File: config.mk
export PLATFORM = sky130hd
export DESIGN_NAME = lbc_led_ctrl
export DESIGN_NICKNAME = d
export VERILOG_FILES = /design/src/lbc_pkg.sv /design/src/lbc_chan_if.sv /design/src/lbc_duty_decode.sv /design/src/lbc_led_channel.sv /design/src/lbc_led_ctrl.sv
export VERILOG_INCLUDE_DIRS = /design/src
export SDC_FILE = /design/constraint.sdc
export NUM_CORES = 2
export LEC_CHECK = 0
export ABC_AREA = 1
export BUFFER_PORTS_ARGS = -buffer_cell sky130_fd_sc_hd__clkbuf_2
export CORE_AREA = 2 2 404 366
export CTS_BUF_LIST = sky130_fd_sc_hd__clkbuf_8 sky130_fd_sc_hd__clkbuf_16
export DETAILED_ROUTE_END_ITERATION = 8
export DIE_AREA = 0 0 406 368
export PLACE_DENSITY = 0.53
export SLEW_MARGIN = 30
export SYNTH_ARGS = -nofsm -noshare
export SYNTH_HDL_FRONTEND = slang
export SYNTH_HIERARCHICAL = 1
export SYNTH_SLANG_ARGS = --single-unit
File: constraint.sdc
create_clock -name core_clk -period 16.4 [get_ports core_clk]
set_input_delay 1.64 -clock core_clk [delete_from_list [all_inputs] [get_ports core_clk]]
set_output_delay 1.64 -clock core_clk [all_outputs]
set_load 0.1 [all_outputs]
File: src/lbc_consts.svh
`ifndef LBC_CONSTS_SVH
`define LBC_CONSTS_SVH

// Clock and PWM timing
`define LBC_CLK_HZ 10000000
`define LBC_PWM_HZ 2000
`define LBC_PWM_CYCLES (`LBC_CLK_HZ / `LBC_PWM_HZ)
`define LBC_PCT_FULL 7'h64
`define LBC_PULSE_PERIODS 4'h8

// Channel counts
`define LBC_NUM_LED 11
`define LBC_NUM_GPIO 8
`define LBC_HI_BITS 3

// Register offsets
`define LBC_CFG2_ADDR 8'h40
`define LBC_DONE_LO_ADDR 8'h60
`define LBC_DONE_HI_ADDR 8'h61
`define LBC_DIR_ADDR 8'h70
`define LBC_TYPE_ADDR 8'h71
`define LBC_GPIN_ADDR 8'h72
`define LBC_OUT_LO_ADDR 8'h74
`define LBC_OUT_HI_ADDR 8'h75
`define LBC_TRANS_LO_ADDR 8'h77
`define LBC_TRANS_HI_ADDR 8'h78
`define LBC_MIRR_LO_ADDR 8'h79
`define LBC_MIRR_HI_ADDR 8'h7a
`define LBC_LINK_LO_ADDR 8'h7b
`define LBC_LINK_HI_ADDR 8'h7c
`define LBC_BEH_0_ADDR 8'h81
`define LBC_BEH_1_ADDR 8'h82
`define LBC_BEH_2_ADDR 8'h83
`define LBC_P1_DUTY_ADDR 8'h90
`define LBC_P2_DUTY_ADDR 8'h91
`define LBC_BR_DUTY_ADDR 8'h92
`define LBC_DIR_DUTY_ADDR 8'h93

// Reset values
`define LBC_ZERO_RST 8'h00
`define LBC_DUTY_RST 8'hf0

// Configuration 2 field positions
`define LBC_CFG2_DONE_INT 0
`define LBC_CFG2_P1_RELEASE 1

`endif

File: src/lbc_pkg.sv
package lbc_pkg;

	// Behaviour selected per LED
	typedef enum logic [1:0] {
		LBC_DIRECT,
		LBC_PULSE1,
		LBC_PULSE2,
		LBC_BREATHE
	} lbc_mode_t;

	// Brightness in percent of the PWM period
	typedef logic [6:0] lbc_pct_t;

endpackage

File: src/lbc_chan_if.sv
`timescale 1ns/1ps
// Configuration and results of one LED channel
interface lbc_chan_if;
	logic active; // Touch or host level seen by the channel
	lbc_pkg::lbc_mode_t mode; // Behaviour
	lbc_pkg::lbc_pct_t maxPct; // Bright level after mirroring
	lbc_pkg::lbc_pct_t minPct; // Dim level after mirroring
	logic smooth; // Ramp instead of jump on linked changes
	logic pulseOnRelease; // First pulse starts on release
	logic pwmWrap; // One cycle at the end of each PWM period
	logic [15:0] pwmCnt; // Shared PWM phase
	logic drive; // PWM output of the channel
	logic done; // One cycle when the behaviour completes

	modport top (output active, mode, maxPct, minPct, smooth, pulseOnRelease, pwmWrap, pwmCnt,
		input drive, done);
	modport chan (input active, mode, maxPct, minPct, smooth, pulseOnRelease, pwmWrap, pwmCnt,
		output drive, done);
endinterface

File: src/lbc_duty_decode.sv
`timescale 1ns/1ps
`include "lbc_consts.svh"
// Four-bit duty code to percent, finer at the low end
module lbc_duty_decode (
	input wire logic [3:0] code,
	input wire logic mirror,
	output lbc_pkg::lbc_pct_t pct
);
	lbc_pkg::lbc_pct_t raw; // Decoded level before mirroring

	// Near-logarithmic curve; small codes step gently
	always_comb begin
		case (code)
			4'h0: raw = 7'h00;
			4'h1: raw = 7'h07;
			4'h2: raw = 7'h09;
			4'h3: raw = 7'h0b;
			4'h4: raw = 7'h0e;
			4'h5: raw = 7'h11;
			4'h6: raw = 7'h14;
			4'h7: raw = 7'h17;
			4'h8: raw = 7'h1a;
			4'h9: raw = 7'h1e;
			4'ha: raw = 7'h23;
			4'hb: raw = 7'h28;
			4'hc: raw = 7'h2e;
			4'hd: raw = 7'h35;
			4'he: raw = 7'h40;
			default: raw = `LBC_PCT_FULL;
		endcase
		// Mirror flips the scale so an inverted pin still looks right
		pct = mirror ? lbc_pkg::lbc_pct_t'(`LBC_PCT_FULL - raw) : raw;
	end
endmodule // lbc_duty_decode

File: src/lbc_led_channel.sv
`timescale 1ns/1ps
`include "lbc_consts.svh"
// Behaviour sequencer and PWM comparator of one LED
module lbc_led_channel #(
	parameter int CYC_PER_PCT = 50
) (
	input wire logic core_clk,
	input wire logic rst_n,
	lbc_chan_if.chan ch
);
	typedef enum logic [1:0] {LBC_IDLE, LBC_BUSY} lbc_state_t;

	lbc_state_t state, next_state; // Pulse 1 in progress or not
	lbc_pkg::lbc_pct_t level, next_level; // Current brightness
	logic prevActive, next_prevActive; // For edge detection
	logic [3:0] phaseCnt, next_phaseCnt; // PWM periods in the phase
	logic phaseUp, next_phaseUp; // Blink phase or breathe direction
	logic drive, next_drive;
	logic done, next_done;
	logic rise, fall, start;
	lbc_pkg::lbc_pct_t target;

	assign ch.drive = drive;
	assign ch.done = done;

	////////////////////////////////////////////////////////////////
	// Behaviour next state
	always_comb begin
		next_state = state;
		next_level = level;
		next_prevActive = ch.active;
		next_phaseCnt = phaseCnt;
		next_phaseUp = phaseUp;
		next_done = 1'b0;
		rise = ch.active & ~prevActive;
		fall = ~ch.active & prevActive;
		start = ch.pulseOnRelease ? fall : rise;
		target = ch.active ? ch.maxPct : ch.minPct;
		case (ch.mode)
			lbc_pkg::LBC_DIRECT: begin
				// Host writes or touches act as the level
				if (!ch.smooth) begin
					next_level = target;
				end else if (ch.pwmWrap && level < target) begin
					// Ramp one percent per period so the LED does not bounce
					next_level = level + 7'h01;
				end else if (ch.pwmWrap && level > target) begin
					next_level = level - 7'h01;
				end
				next_done = fall;
			end
			lbc_pkg::LBC_PULSE1: begin
				case (state)
					LBC_IDLE: begin
						next_level = ch.minPct;
						if (start) begin
							next_state = LBC_BUSY;
							next_level = ch.maxPct;
							next_phaseCnt = 4'h0;
						end
					end
					LBC_BUSY: begin
						if (ch.pwmWrap) begin
							next_phaseCnt = phaseCnt + 4'h1;
							if (phaseCnt == `LBC_PULSE_PERIODS - 4'h1) begin
								next_state = LBC_IDLE;
								next_level = ch.minPct;
								next_done = 1'b1;
							end
						end
					end
					default: next_state = LBC_IDLE;
				endcase
			end
			lbc_pkg::LBC_PULSE2: begin
				// Blink while active; finish on release
				if (ch.active && ch.pwmWrap) begin
					next_phaseCnt = phaseCnt + 4'h1;
					if (phaseCnt == `LBC_PULSE_PERIODS - 4'h1) begin
						next_phaseCnt = 4'h0;
						next_phaseUp = ~phaseUp;
						next_level = phaseUp ? ch.minPct : ch.maxPct;
					end
				end else if (!ch.active) begin
					next_level = ch.minPct;
					next_phaseUp = 1'b0;
				end
				next_done = fall;
			end
			default: begin
				// Breathe: triangle between dim and bright levels
				if (ch.active && ch.pwmWrap) begin
					if (phaseUp) begin
						if (level >= ch.maxPct) next_phaseUp = 1'b0;
						else next_level = level + 7'h01;
					end else begin
						if (level <= ch.minPct) next_phaseUp = 1'b1;
						else next_level = level - 7'h01;
					end
				end else if (!ch.active) begin
					next_level = ch.minPct;
					next_phaseUp = 1'b1;
				end
				next_done = fall;
			end
		endcase
		// Fixed-rate compare; duty only moves the threshold
		next_drive = ({16'h0000, ch.pwmCnt} < ({25'h000_0000, level} * 32'(CYC_PER_PCT)));
	end

	// Behaviour registers
	always_ff @(posedge core_clk) begin
		if (!rst_n) begin
			state <= LBC_IDLE;
			level <= 7'h00;
			prevActive <= 1'b0;
			phaseCnt <= 4'h0;
			phaseUp <= 1'b0;
			drive <= 1'b0;
			done <= 1'b0;
		end else begin
			state <= next_state;
			level <= next_level;
			prevActive <= next_prevActive;
			phaseCnt <= next_phaseCnt;
			phaseUp <= next_phaseUp;
			drive <= next_drive;
			done <= next_done;
		end
	end
endmodule // lbc_led_channel

File: src/lbc_led_ctrl.sv
`timescale 1ns/1ps
`include "lbc_consts.svh"
// Overview of operation
// PWM runs at fixed 2000 Hz always
// First pulse starts on press or release
// Unlinked host output write acts as touch
// Finished behaviours set sticky status, optional interrupt
// Duty codes decode on near-logarithmic curve, reset F0h
// Transition control smooths linked sensor changes
// Mirror control inverts duty mapping per LED
// Configuration 2 holds linking and interrupt controls; here it holds pulse-release and interrupt, linking has its own registers
// Open-drain sink default; eight usable as GPIO
module lbc_led_ctrl #(
	parameter int PWM_CYCLES = `LBC_PWM_CYCLES
) (
	input wire logic core_clk,
	input wire logic rst_n,
	input wire logic [7:0] regAddr,
	input wire logic [7:0] regWdata,
	input wire logic regWrite,
	input wire logic regRead,
	output logic [7:0] regRdata,
	input wire logic [`LBC_NUM_LED-1:0] sensorTouched,
	input wire logic [`LBC_NUM_GPIO-1:0] lampIn,
	output logic [`LBC_NUM_LED-1:0] lampOut,
	output logic [`LBC_NUM_LED-1:0] lampOe,
	output logic ledDoneAlert
);
	// Whole clocks per percent; when the period is not a multiple of 100
	// the remainder is lost and full scale stays slightly below 100%
	localparam int CYC_PER_PCT = PWM_CYCLES / 100;
	// Short names for the channel counts
	localparam int NL = `LBC_NUM_LED;
	localparam int NG = `LBC_NUM_GPIO;

	////////////////////////////////////////////////////////////////
	// Registers
	// Per-LED control bits, bit i belongs to LED i
	logic [NL-1:0] doneStatus, next_doneStatus; // Finished flags
	logic [NL-1:0] transCtl, next_transCtl; // Smoothing enables
	logic [NL-1:0] mirrorCtl, next_mirrorCtl; // Duty mirror enables
	logic [NL-1:0] outCtl, next_outCtl; // Host touch emulation
	logic [NL-1:0] linkCtl, next_linkCtl; // Sensor linking
	logic [23:0] behav, next_behav; // Two mode bits per LED
	logic [7:0] cfg2, next_cfg2; // Configuration 2
	// Duty codes: bright level in the high nibble, dim level in the low
	logic [7:0] dutyP1, next_dutyP1;
	logic [7:0] dutyP2, next_dutyP2;
	logic [7:0] dutyBr, next_dutyBr;
	logic [7:0] dutyDir, next_dutyDir;
	// Pin configuration; only the first eight pins can be GPIO
	logic [NG-1:0] dirCtl, next_dirCtl; // 1 makes a GPIO an input
	logic [NG-1:0] typeCtl, next_typeCtl; // 1 makes a GPIO push-pull
	logic [NG-1:0] gpioIn, next_gpioIn; // Sampled pin levels
	// Next values of the registered outputs
	logic [7:0] next_regRdata;
	logic next_ledDoneAlert;
	logic [NL-1:0] next_lampOut, next_lampOe;
	// One counter serves every channel so all PWM edges line up
	logic [15:0] pwmCnt, next_pwmCnt; // Shared PWM phase
	logic pwmWrap;

	// Per-channel results
	logic [NL-1:0] chDrive, chDone;
	// Read path scratch: zero padding and read-to-clear masks
	logic [7:0] hiPad;
	logic [NL-1:0] clrDone;

	// Wrap marks the last clock of a period; behaviours step on it
	assign pwmWrap = (pwmCnt == 16'(PWM_CYCLES - 1));

	////////////////////////////////////////////////////////////////
	// PWM time base, one period every 500 us whatever the duties are
	// The period never depends on duty or behaviour settings, so
	// brightness changes cannot shift the flicker frequency
	always_comb begin
		next_pwmCnt = pwmWrap ? 16'h0000 : pwmCnt + 16'h0001;
	end

	// Phase register, cleared by reset so channels start at a period edge
	always_ff @(posedge core_clk) begin
		if (!rst_n) begin
			pwmCnt <= 16'h0000;
		end else begin
			pwmCnt <= next_pwmCnt;
		end
	end

	////////////////////////////////////////////////////////////////
	// Channels
	// Behaviour selects which duty register a channel decodes
	genvar gi;
	generate
		for (gi = 0; gi < NL; gi++) begin : g_chan
			// Decoders are pure logic, so in direct mode a duty write
			// shows on the pin three clocks after it is taken
			lbc_chan_if chIf();
			logic [7:0] dutySel;
			lbc_pkg::lbc_mode_t modeSel;
			lbc_pkg::lbc_pct_t maxPct, minPct;

			assign modeSel = lbc_pkg::lbc_mode_t'(behav[2*gi +: 2]);
			// Each behaviour owns its duty register
			assign dutySel = (modeSel == lbc_pkg::LBC_PULSE1) ? dutyP1 :
				(modeSel == lbc_pkg::LBC_PULSE2) ? dutyP2 :
				(modeSel == lbc_pkg::LBC_BREATHE) ? dutyBr : dutyDir;

			lbc_duty_decode u_max (
				.code(dutySel[7:4]),
				.mirror(mirrorCtl[gi]),
				.pct(maxPct)
			);
			// Dim level shares the mirror bit so both ends flip together
			lbc_duty_decode u_min (
				.code(dutySel[3:0]),
				.mirror(mirrorCtl[gi]),
				.pct(minPct)
			);

			// Linked LEDs follow the sensor, others follow host writes
			assign chIf.active = linkCtl[gi] ? sensorTouched[gi] : outCtl[gi];
			assign chIf.mode = modeSel;
			assign chIf.maxPct = maxPct;
			assign chIf.minPct = minPct;
			// Smoothing only matters when a sensor drives the LED
			assign chIf.smooth = transCtl[gi] & linkCtl[gi];
			assign chIf.pulseOnRelease = cfg2[`LBC_CFG2_P1_RELEASE];
			// Every channel sees the same phase and wrap
			assign chIf.pwmWrap = pwmWrap;
			assign chIf.pwmCnt = pwmCnt;
			assign chDrive[gi] = chIf.drive;
			assign chDone[gi] = chIf.done;

			// Sequencer and comparator for this LED
			lbc_led_channel #(
				.CYC_PER_PCT(CYC_PER_PCT)
			) u_chan (
				.core_clk(core_clk),
				.rst_n(rst_n),
				.ch(chIf)
			);
		end
	endgenerate

	////////////////////////////////////////////////////////////////
	// Register file, read data and status
	// Every control register holds its value unless the host addresses it
	always_comb begin
		next_transCtl = transCtl;
		next_mirrorCtl = mirrorCtl;
		next_outCtl = outCtl;
		next_linkCtl = linkCtl;
		next_behav = behav;
		next_cfg2 = cfg2;
		next_dutyP1 = dutyP1;
		next_dutyP2 = dutyP2;
		next_dutyBr = dutyBr;
		next_dutyDir = dutyDir;
		next_dirCtl = dirCtl;
		next_typeCtl = typeCtl;
		next_regRdata = regRdata;
		// Nothing is cleared unless a status register is read
		clrDone = '0;
		hiPad = 8'h00;
		// A read and a write in one cycle both take effect;
		// the read returns the value from before the write
		if (regWrite) begin
			case (regAddr)
				`LBC_CFG2_ADDR: next_cfg2 = regWdata;
				`LBC_DIR_ADDR: next_dirCtl = regWdata;
				`LBC_TYPE_ADDR: next_typeCtl = regWdata;
				`LBC_OUT_LO_ADDR: next_outCtl[7:0] = regWdata;
				`LBC_OUT_HI_ADDR: next_outCtl[NL-1:8] = regWdata[`LBC_HI_BITS-1:0];
				`LBC_TRANS_LO_ADDR: next_transCtl[7:0] = regWdata;
				`LBC_TRANS_HI_ADDR: next_transCtl[NL-1:8] = regWdata[`LBC_HI_BITS-1:0];
				`LBC_MIRR_LO_ADDR: next_mirrorCtl[7:0] = regWdata;
				`LBC_MIRR_HI_ADDR: next_mirrorCtl[NL-1:8] = regWdata[`LBC_HI_BITS-1:0];
				`LBC_LINK_LO_ADDR: next_linkCtl[7:0] = regWdata;
				`LBC_LINK_HI_ADDR: next_linkCtl[NL-1:8] = regWdata[`LBC_HI_BITS-1:0];
				`LBC_BEH_0_ADDR: next_behav[7:0] = regWdata;
				`LBC_BEH_1_ADDR: next_behav[15:8] = regWdata;
				`LBC_BEH_2_ADDR: next_behav[23:16] = regWdata;
				`LBC_P1_DUTY_ADDR: next_dutyP1 = regWdata;
				`LBC_P2_DUTY_ADDR: next_dutyP2 = regWdata;
				`LBC_BR_DUTY_ADDR: next_dutyBr = regWdata;
				`LBC_DIR_DUTY_ADDR: next_dutyDir = regWdata;
				default: ; // Writes elsewhere are ignored
			endcase
		end
		// Status reads also clear the flags they return
		if (regRead) begin
			// Read data appears one cycle after the strobe; upper bits of narrow registers read zero
			case (regAddr)
				`LBC_CFG2_ADDR: next_regRdata = cfg2;
				`LBC_DONE_LO_ADDR: begin
					next_regRdata = doneStatus[7:0];
					clrDone[7:0] = 8'hff;
				end
				`LBC_DONE_HI_ADDR: begin
					hiPad[`LBC_HI_BITS-1:0] = doneStatus[NL-1:8];
					next_regRdata = hiPad;
					clrDone[NL-1:8] = 3'h7;
				end
				`LBC_DIR_ADDR: next_regRdata = dirCtl;
				`LBC_TYPE_ADDR: next_regRdata = typeCtl;
				`LBC_GPIN_ADDR: next_regRdata = gpioIn;
				`LBC_OUT_LO_ADDR: next_regRdata = outCtl[7:0];
				`LBC_OUT_HI_ADDR: next_regRdata = {5'h00, outCtl[NL-1:8]};
				`LBC_TRANS_LO_ADDR: next_regRdata = transCtl[7:0];
				`LBC_TRANS_HI_ADDR: next_regRdata = {5'h00, transCtl[NL-1:8]};
				`LBC_MIRR_LO_ADDR: next_regRdata = mirrorCtl[7:0];
				`LBC_MIRR_HI_ADDR: next_regRdata = {5'h00, mirrorCtl[NL-1:8]};
				`LBC_LINK_LO_ADDR: next_regRdata = linkCtl[7:0];
				`LBC_LINK_HI_ADDR: next_regRdata = {5'h00, linkCtl[NL-1:8]};
				`LBC_BEH_0_ADDR: next_regRdata = behav[7:0];
				`LBC_BEH_1_ADDR: next_regRdata = behav[15:8];
				`LBC_BEH_2_ADDR: next_regRdata = behav[23:16];
				`LBC_P1_DUTY_ADDR: next_regRdata = dutyP1;
				`LBC_P2_DUTY_ADDR: next_regRdata = dutyP2;
				`LBC_BR_DUTY_ADDR: next_regRdata = dutyBr;
				`LBC_DIR_DUTY_ADDR: next_regRdata = dutyDir;
				default: next_regRdata = 8'h00; // Unmapped reads return zero
			endcase
		end
		// Read clears, but a completion in the same cycle wins
		next_doneStatus = (doneStatus & ~clrDone) | chDone;
		// Using the next flags lets the alert rise with the flag itself
		// Interrupt follows any flag when enabled in configuration 2
		next_ledDoneAlert = cfg2[`LBC_CFG2_DONE_INT] & (|next_doneStatus);
		// Pins set as outputs read back zero, so the register shows inputs only
		// GPIO inputs taken as synchronous levels
		next_gpioIn = lampIn & dirCtl;
	end

	// Synchronous reset; duty codes come up at their defaults, the rest cleared
	always_ff @(posedge core_clk) begin
		if (!rst_n) begin
			doneStatus <= '0;
			transCtl <= '0;
			mirrorCtl <= '0;
			outCtl <= '0;
			linkCtl <= '0;
			behav <= '0;
			cfg2 <= `LBC_ZERO_RST;
			dutyP1 <= `LBC_DUTY_RST;
			dutyP2 <= `LBC_DUTY_RST;
			dutyBr <= `LBC_DUTY_RST;
			dutyDir <= `LBC_DUTY_RST;
			dirCtl <= `LBC_ZERO_RST;
			typeCtl <= `LBC_ZERO_RST;
			gpioIn <= `LBC_ZERO_RST;
			regRdata <= `LBC_ZERO_RST;
			ledDoneAlert <= 1'b0;
		end else begin
			doneStatus <= next_doneStatus;
			transCtl <= next_transCtl;
			mirrorCtl <= next_mirrorCtl;
			outCtl <= next_outCtl;
			linkCtl <= next_linkCtl;
			behav <= next_behav;
			cfg2 <= next_cfg2;
			dutyP1 <= next_dutyP1;
			dutyP2 <= next_dutyP2;
			dutyBr <= next_dutyBr;
			dutyDir <= next_dutyDir;
			dirCtl <= next_dirCtl;
			typeCtl <= next_typeCtl;
			gpioIn <= next_gpioIn;
			regRdata <= next_regRdata;
			ledDoneAlert <= next_ledDoneAlert;
		end
	end

	////////////////////////////////////////////////////////////////
	// Pin drivers: open-drain sink unless a GPIO is reconfigured
	// Lamps above the first eight have no GPIO role and stay sink-only
	always_comb begin
		for (int i = 0; i < NL; i++) begin
			// Open drain pulls low while the LED is lit
			next_lampOut[i] = 1'b0;
			next_lampOe[i] = chDrive[i];
			// Only reconfigurable pins look at the GPIO settings
			if (i < NG) begin
				if (dirCtl[i]) begin
					next_lampOe[i] = 1'b0; // Input: pin released
				end else if (typeCtl[i]) begin
					next_lampOut[i] = chDrive[i]; // Push-pull drives both ways
					next_lampOe[i] = 1'b1;
				end
			end
		end
	end

	// Pin registers, so decode glitches never reach the pins
	always_ff @(posedge core_clk) begin
		if (!rst_n) begin
			lampOut <= '0;
			lampOe <= '0;
		end else begin
			lampOut <= next_lampOut;
			lampOe <= next_lampOe;
		end
	end
endmodule // lbc_led_ctrl

==> flow_summary.yaml <==
outcome:
  status: "finished clean"
routing:
  firstDrtPassIters: 6
  num_vias: 60568
  dr_wl_met2_mm: 86.5
  wl_mm: 211
  top_layer: "met5"
  drt-vias-per-instance: 5.38
  drc_errors: 0
  post_drt_wl_per_cell_um: 18.7
  met1_length_mm: 100
  postRouteAntennaNets: 0
  drt-initial-drc-count: 5400
  dr_wl_met3_mm: 16.5
floorplan:
  start_util_pct: 39.8
  core_um2: 145000
  die_w_um: 406
  pin_count: 70
  row_count: 133
  die_h_um: 368
  design.die.area_um2: 149000
global_route:
  groute.usage.overall_pct: 27.4
  overflow: 0
  grt_pass1_wl_mm: 323
  first_global_vias: 55118
  grt_max_degree: 156
  antenna_found_initial: 18
synth:
  synth_area_leader_cell: "ha_1"
  synth_top_area_share_pct: 20.0
  synth_warnings: 6
  ys_ff_latch: 363
  synthDistinctLibCells: 59
  synthCells: 9392
  synth_area_um2: 57900
  synth.avg_cell_area_um2: 6.16
  synthTopCellsByArea: "ha_1 20%, nand2_1 16%, dfxtp_1 13%, inv_1 7.5%, a21oi_1 7.4%"
  ys_seq_area_share_pct: 12.6
timing:
  fin_tns_setup_ns: 0
  rsz0062_at_grt: "false"
  hold_viol: 0
  post-route-period-util_pct: 36.2
  fmax_ghz: 0.168
  setup_viol: 0
  period_needed_ns: 5.94
  max_slew_margin_pct: 27.2
  tightest_slew_ns: 1.09
  slew_viol_final: 0
  clock-skew-final_ns: 0.0384
placement:
  post-dp-hpwl_mm: 156
  dp.cells: 11157
  numPortBuffers: 66
  gp_congestion: 0.949
cells_and_area:
  multi_input_area_um2: 44000
  seq_area_um2: 7280
  most-common-layout-cells: "2,468 x nand2_1, 1,154 x inv_1, 927 x ha_1"
  fin_nets: 10241
  drive_gt1_share_pct: 8.51
  syn2layout_area_growth_pct: 5.70
  stdcell_count: 11262
  fill_cells: 15739
  final_common_cell: "nand2_1"
clock_network:
  htree_levels: 2
  cts_tree: "yes"
  cts_resized: 0
  cts_hold_buf: 0
  clk_latency_ns: 0.69
  post_cts_buffers: 0
  cts.sinks: 363
  clk_pin_slew_ns: 0.07
  clockBufferDepth: 3
  numCtsBuffers: 51
  cts_root_buffer: "clkbuf_16"
worst_setup_path:
  crit_arrival_ns: 6.50
  end_kind: "register"
  path_class: "reg2reg"
  cp_max_fo: 14
  max_stage_delay_ns: 0.72
  cp.required_ns: 16.96
  cp-start-kind: "register"
  cp_slowest_cell: "dfxtp_1"
  crit_top_cell: "nand2_1"
power:
  power_density_nw_per_um2: 37.4
  ir_drop_uv: 78.5
  leakagePower_uw: 0.0318
flow_run:
  drv_cap: 0
min_path:
  worstHoldPathType: "reg2reg"
-- through the flow --
| stage | worst slack (ns) | total power [µW] | instance area [µm²] | utilization (%) | hold WS (ns) |
|---|---|---|---|---|---|
| 2_1_floorplan | 7.25 | 1040 | 57900 | - | 0.390 |
| 3_3_place_gp | 10.59 | 1090 | 59300 | 40.8 | 0.410 |
| 3_5_place_dp | 10.61 | 1090 | 59400 | 40.9 | 0.406 |
| 4_1_cts | 10.56 | 2320 | 61100 | 42.1 | 0.420 |
| 5_1_grt | 9.95 | 2360 | 61200 | 42.1 | 0.462 |
| 6_report | 10.46 | 2290 | 61200 | 42.1 | 0.415 |
-- where the power goes --
group          internal (µW)  total (µW)  leakage, µW  switching, µW
Sequential               887         897      0.00293           9.35
Combinational           49.7         182       0.0280            132
Clock                    698        1210     0.000856            510
Total                   1630        2290       0.0318            652
-- path summary, 6_finish.rpt --
kind	from	to	slack, ns	depth (start not counted)
hold reg to reg	g_chan[10].u_chan/ch.drive	lampOe[10]	0.42	2
hold / removal	g_chan[10].u_chan/ch.drive	lampOe[10]	0.42	2
setup / recovery	behav[21]	g_chan[10].u_chan/level[5]	10.46	28
setup reg to reg	behav[21]	g_chan[10].u_chan/level[5]	10.46	28
-- per-layer routing --
metal	vias up	global-route usage, %
met3	299	3.93
met1	27786	39.6
met2	2074	40.9
met5	-	0
li1	30397	-
met4	12	9.82
-- synth_stat cells, drive strengths merged --
library cell  number
o22ai             66
conb               1
o21ai            427
a21boi            52
ha               927
nand3b            34
a22oi             10
inv             1274
xnor2             39
mux2i             66
nand3            842
fa                22
nor3              78
dfxtp            363
xor2             161
clkinv             9
a31oi             14
a21oi            875
nor2             852
or2                3
clkbuf           122
nor4               2
a311oi             1
o211ai            92
a21o              28
and2               5
buf              194
nor3b             10
nand2           2675
o21bai             8
nand4            113
o31ai             16
a211oi            11
-- worst max-delay path, delay by kind of cell, from the launching register on --
| kind | cells | cell delay (ns) |
|---|---|---|
| flip-flops | 1 | 0.72 |
| XOR/XNOR | 1 | 0.41 |
| AND/OR/NAND/NOR | 14 | 1.99 |
| buffers and inverters | 5 | 0.64 |
| multiplexers | 1 | 0.52 |
| AO/OA/AOI/OAI | 4 | 0.71 |
| adder cells (fa/ha/maj) | 3 | 0.81 |
-- sequential cells by signal (all words and copies together) (netlist names), 11 cells and up --
register / flops
g_chan.u_chan/level: 77
g_chan.u_chan/phaseCnt: 44
behav: 24
g_chan.chIf.pwmCnt: 16
doneStatus: 11
g_chan.u_chan/ch.done: 11
g_chan.u_chan/ch.drive: 11
g_chan.u_chan/phaseUp: 11
g_chan.u_chan/prevActive: 11
g_chan.u_chan/state: 11
lampOe: 11
linkCtl: 11
mirrorCtl: 11
outCtl: 11
transCtl: 11
-- cell families after synthesis --
logic type	synth area share, %
muxes	1.14
and+or+nand+nor	35.3
AOI/OAI and AO/OA	15.5
buffers and inverters	11.6
other	0.00648
xor gates and xnor gates	3.03
adders and majority gates	20.8
DFF	12.6
-- cell type report --
| cell class | instances | share of cell area, % |
|---|---|---|
| diodes | 12 | 0.0491 |
| clock buffers | 58 | 2.26 |
| clock inverters | 35 | 0.599 |
| inverters | 1283 | 8.05 |
| multi-input cells | 7432 | 71.8 |
| flip-flops and latches | 363 | 11.9 |
| well taps | 1957 | 4.00 |
| repair buffers | 122 | 1.28 |
Note: power is estimated with default switching activity, not from simulation.
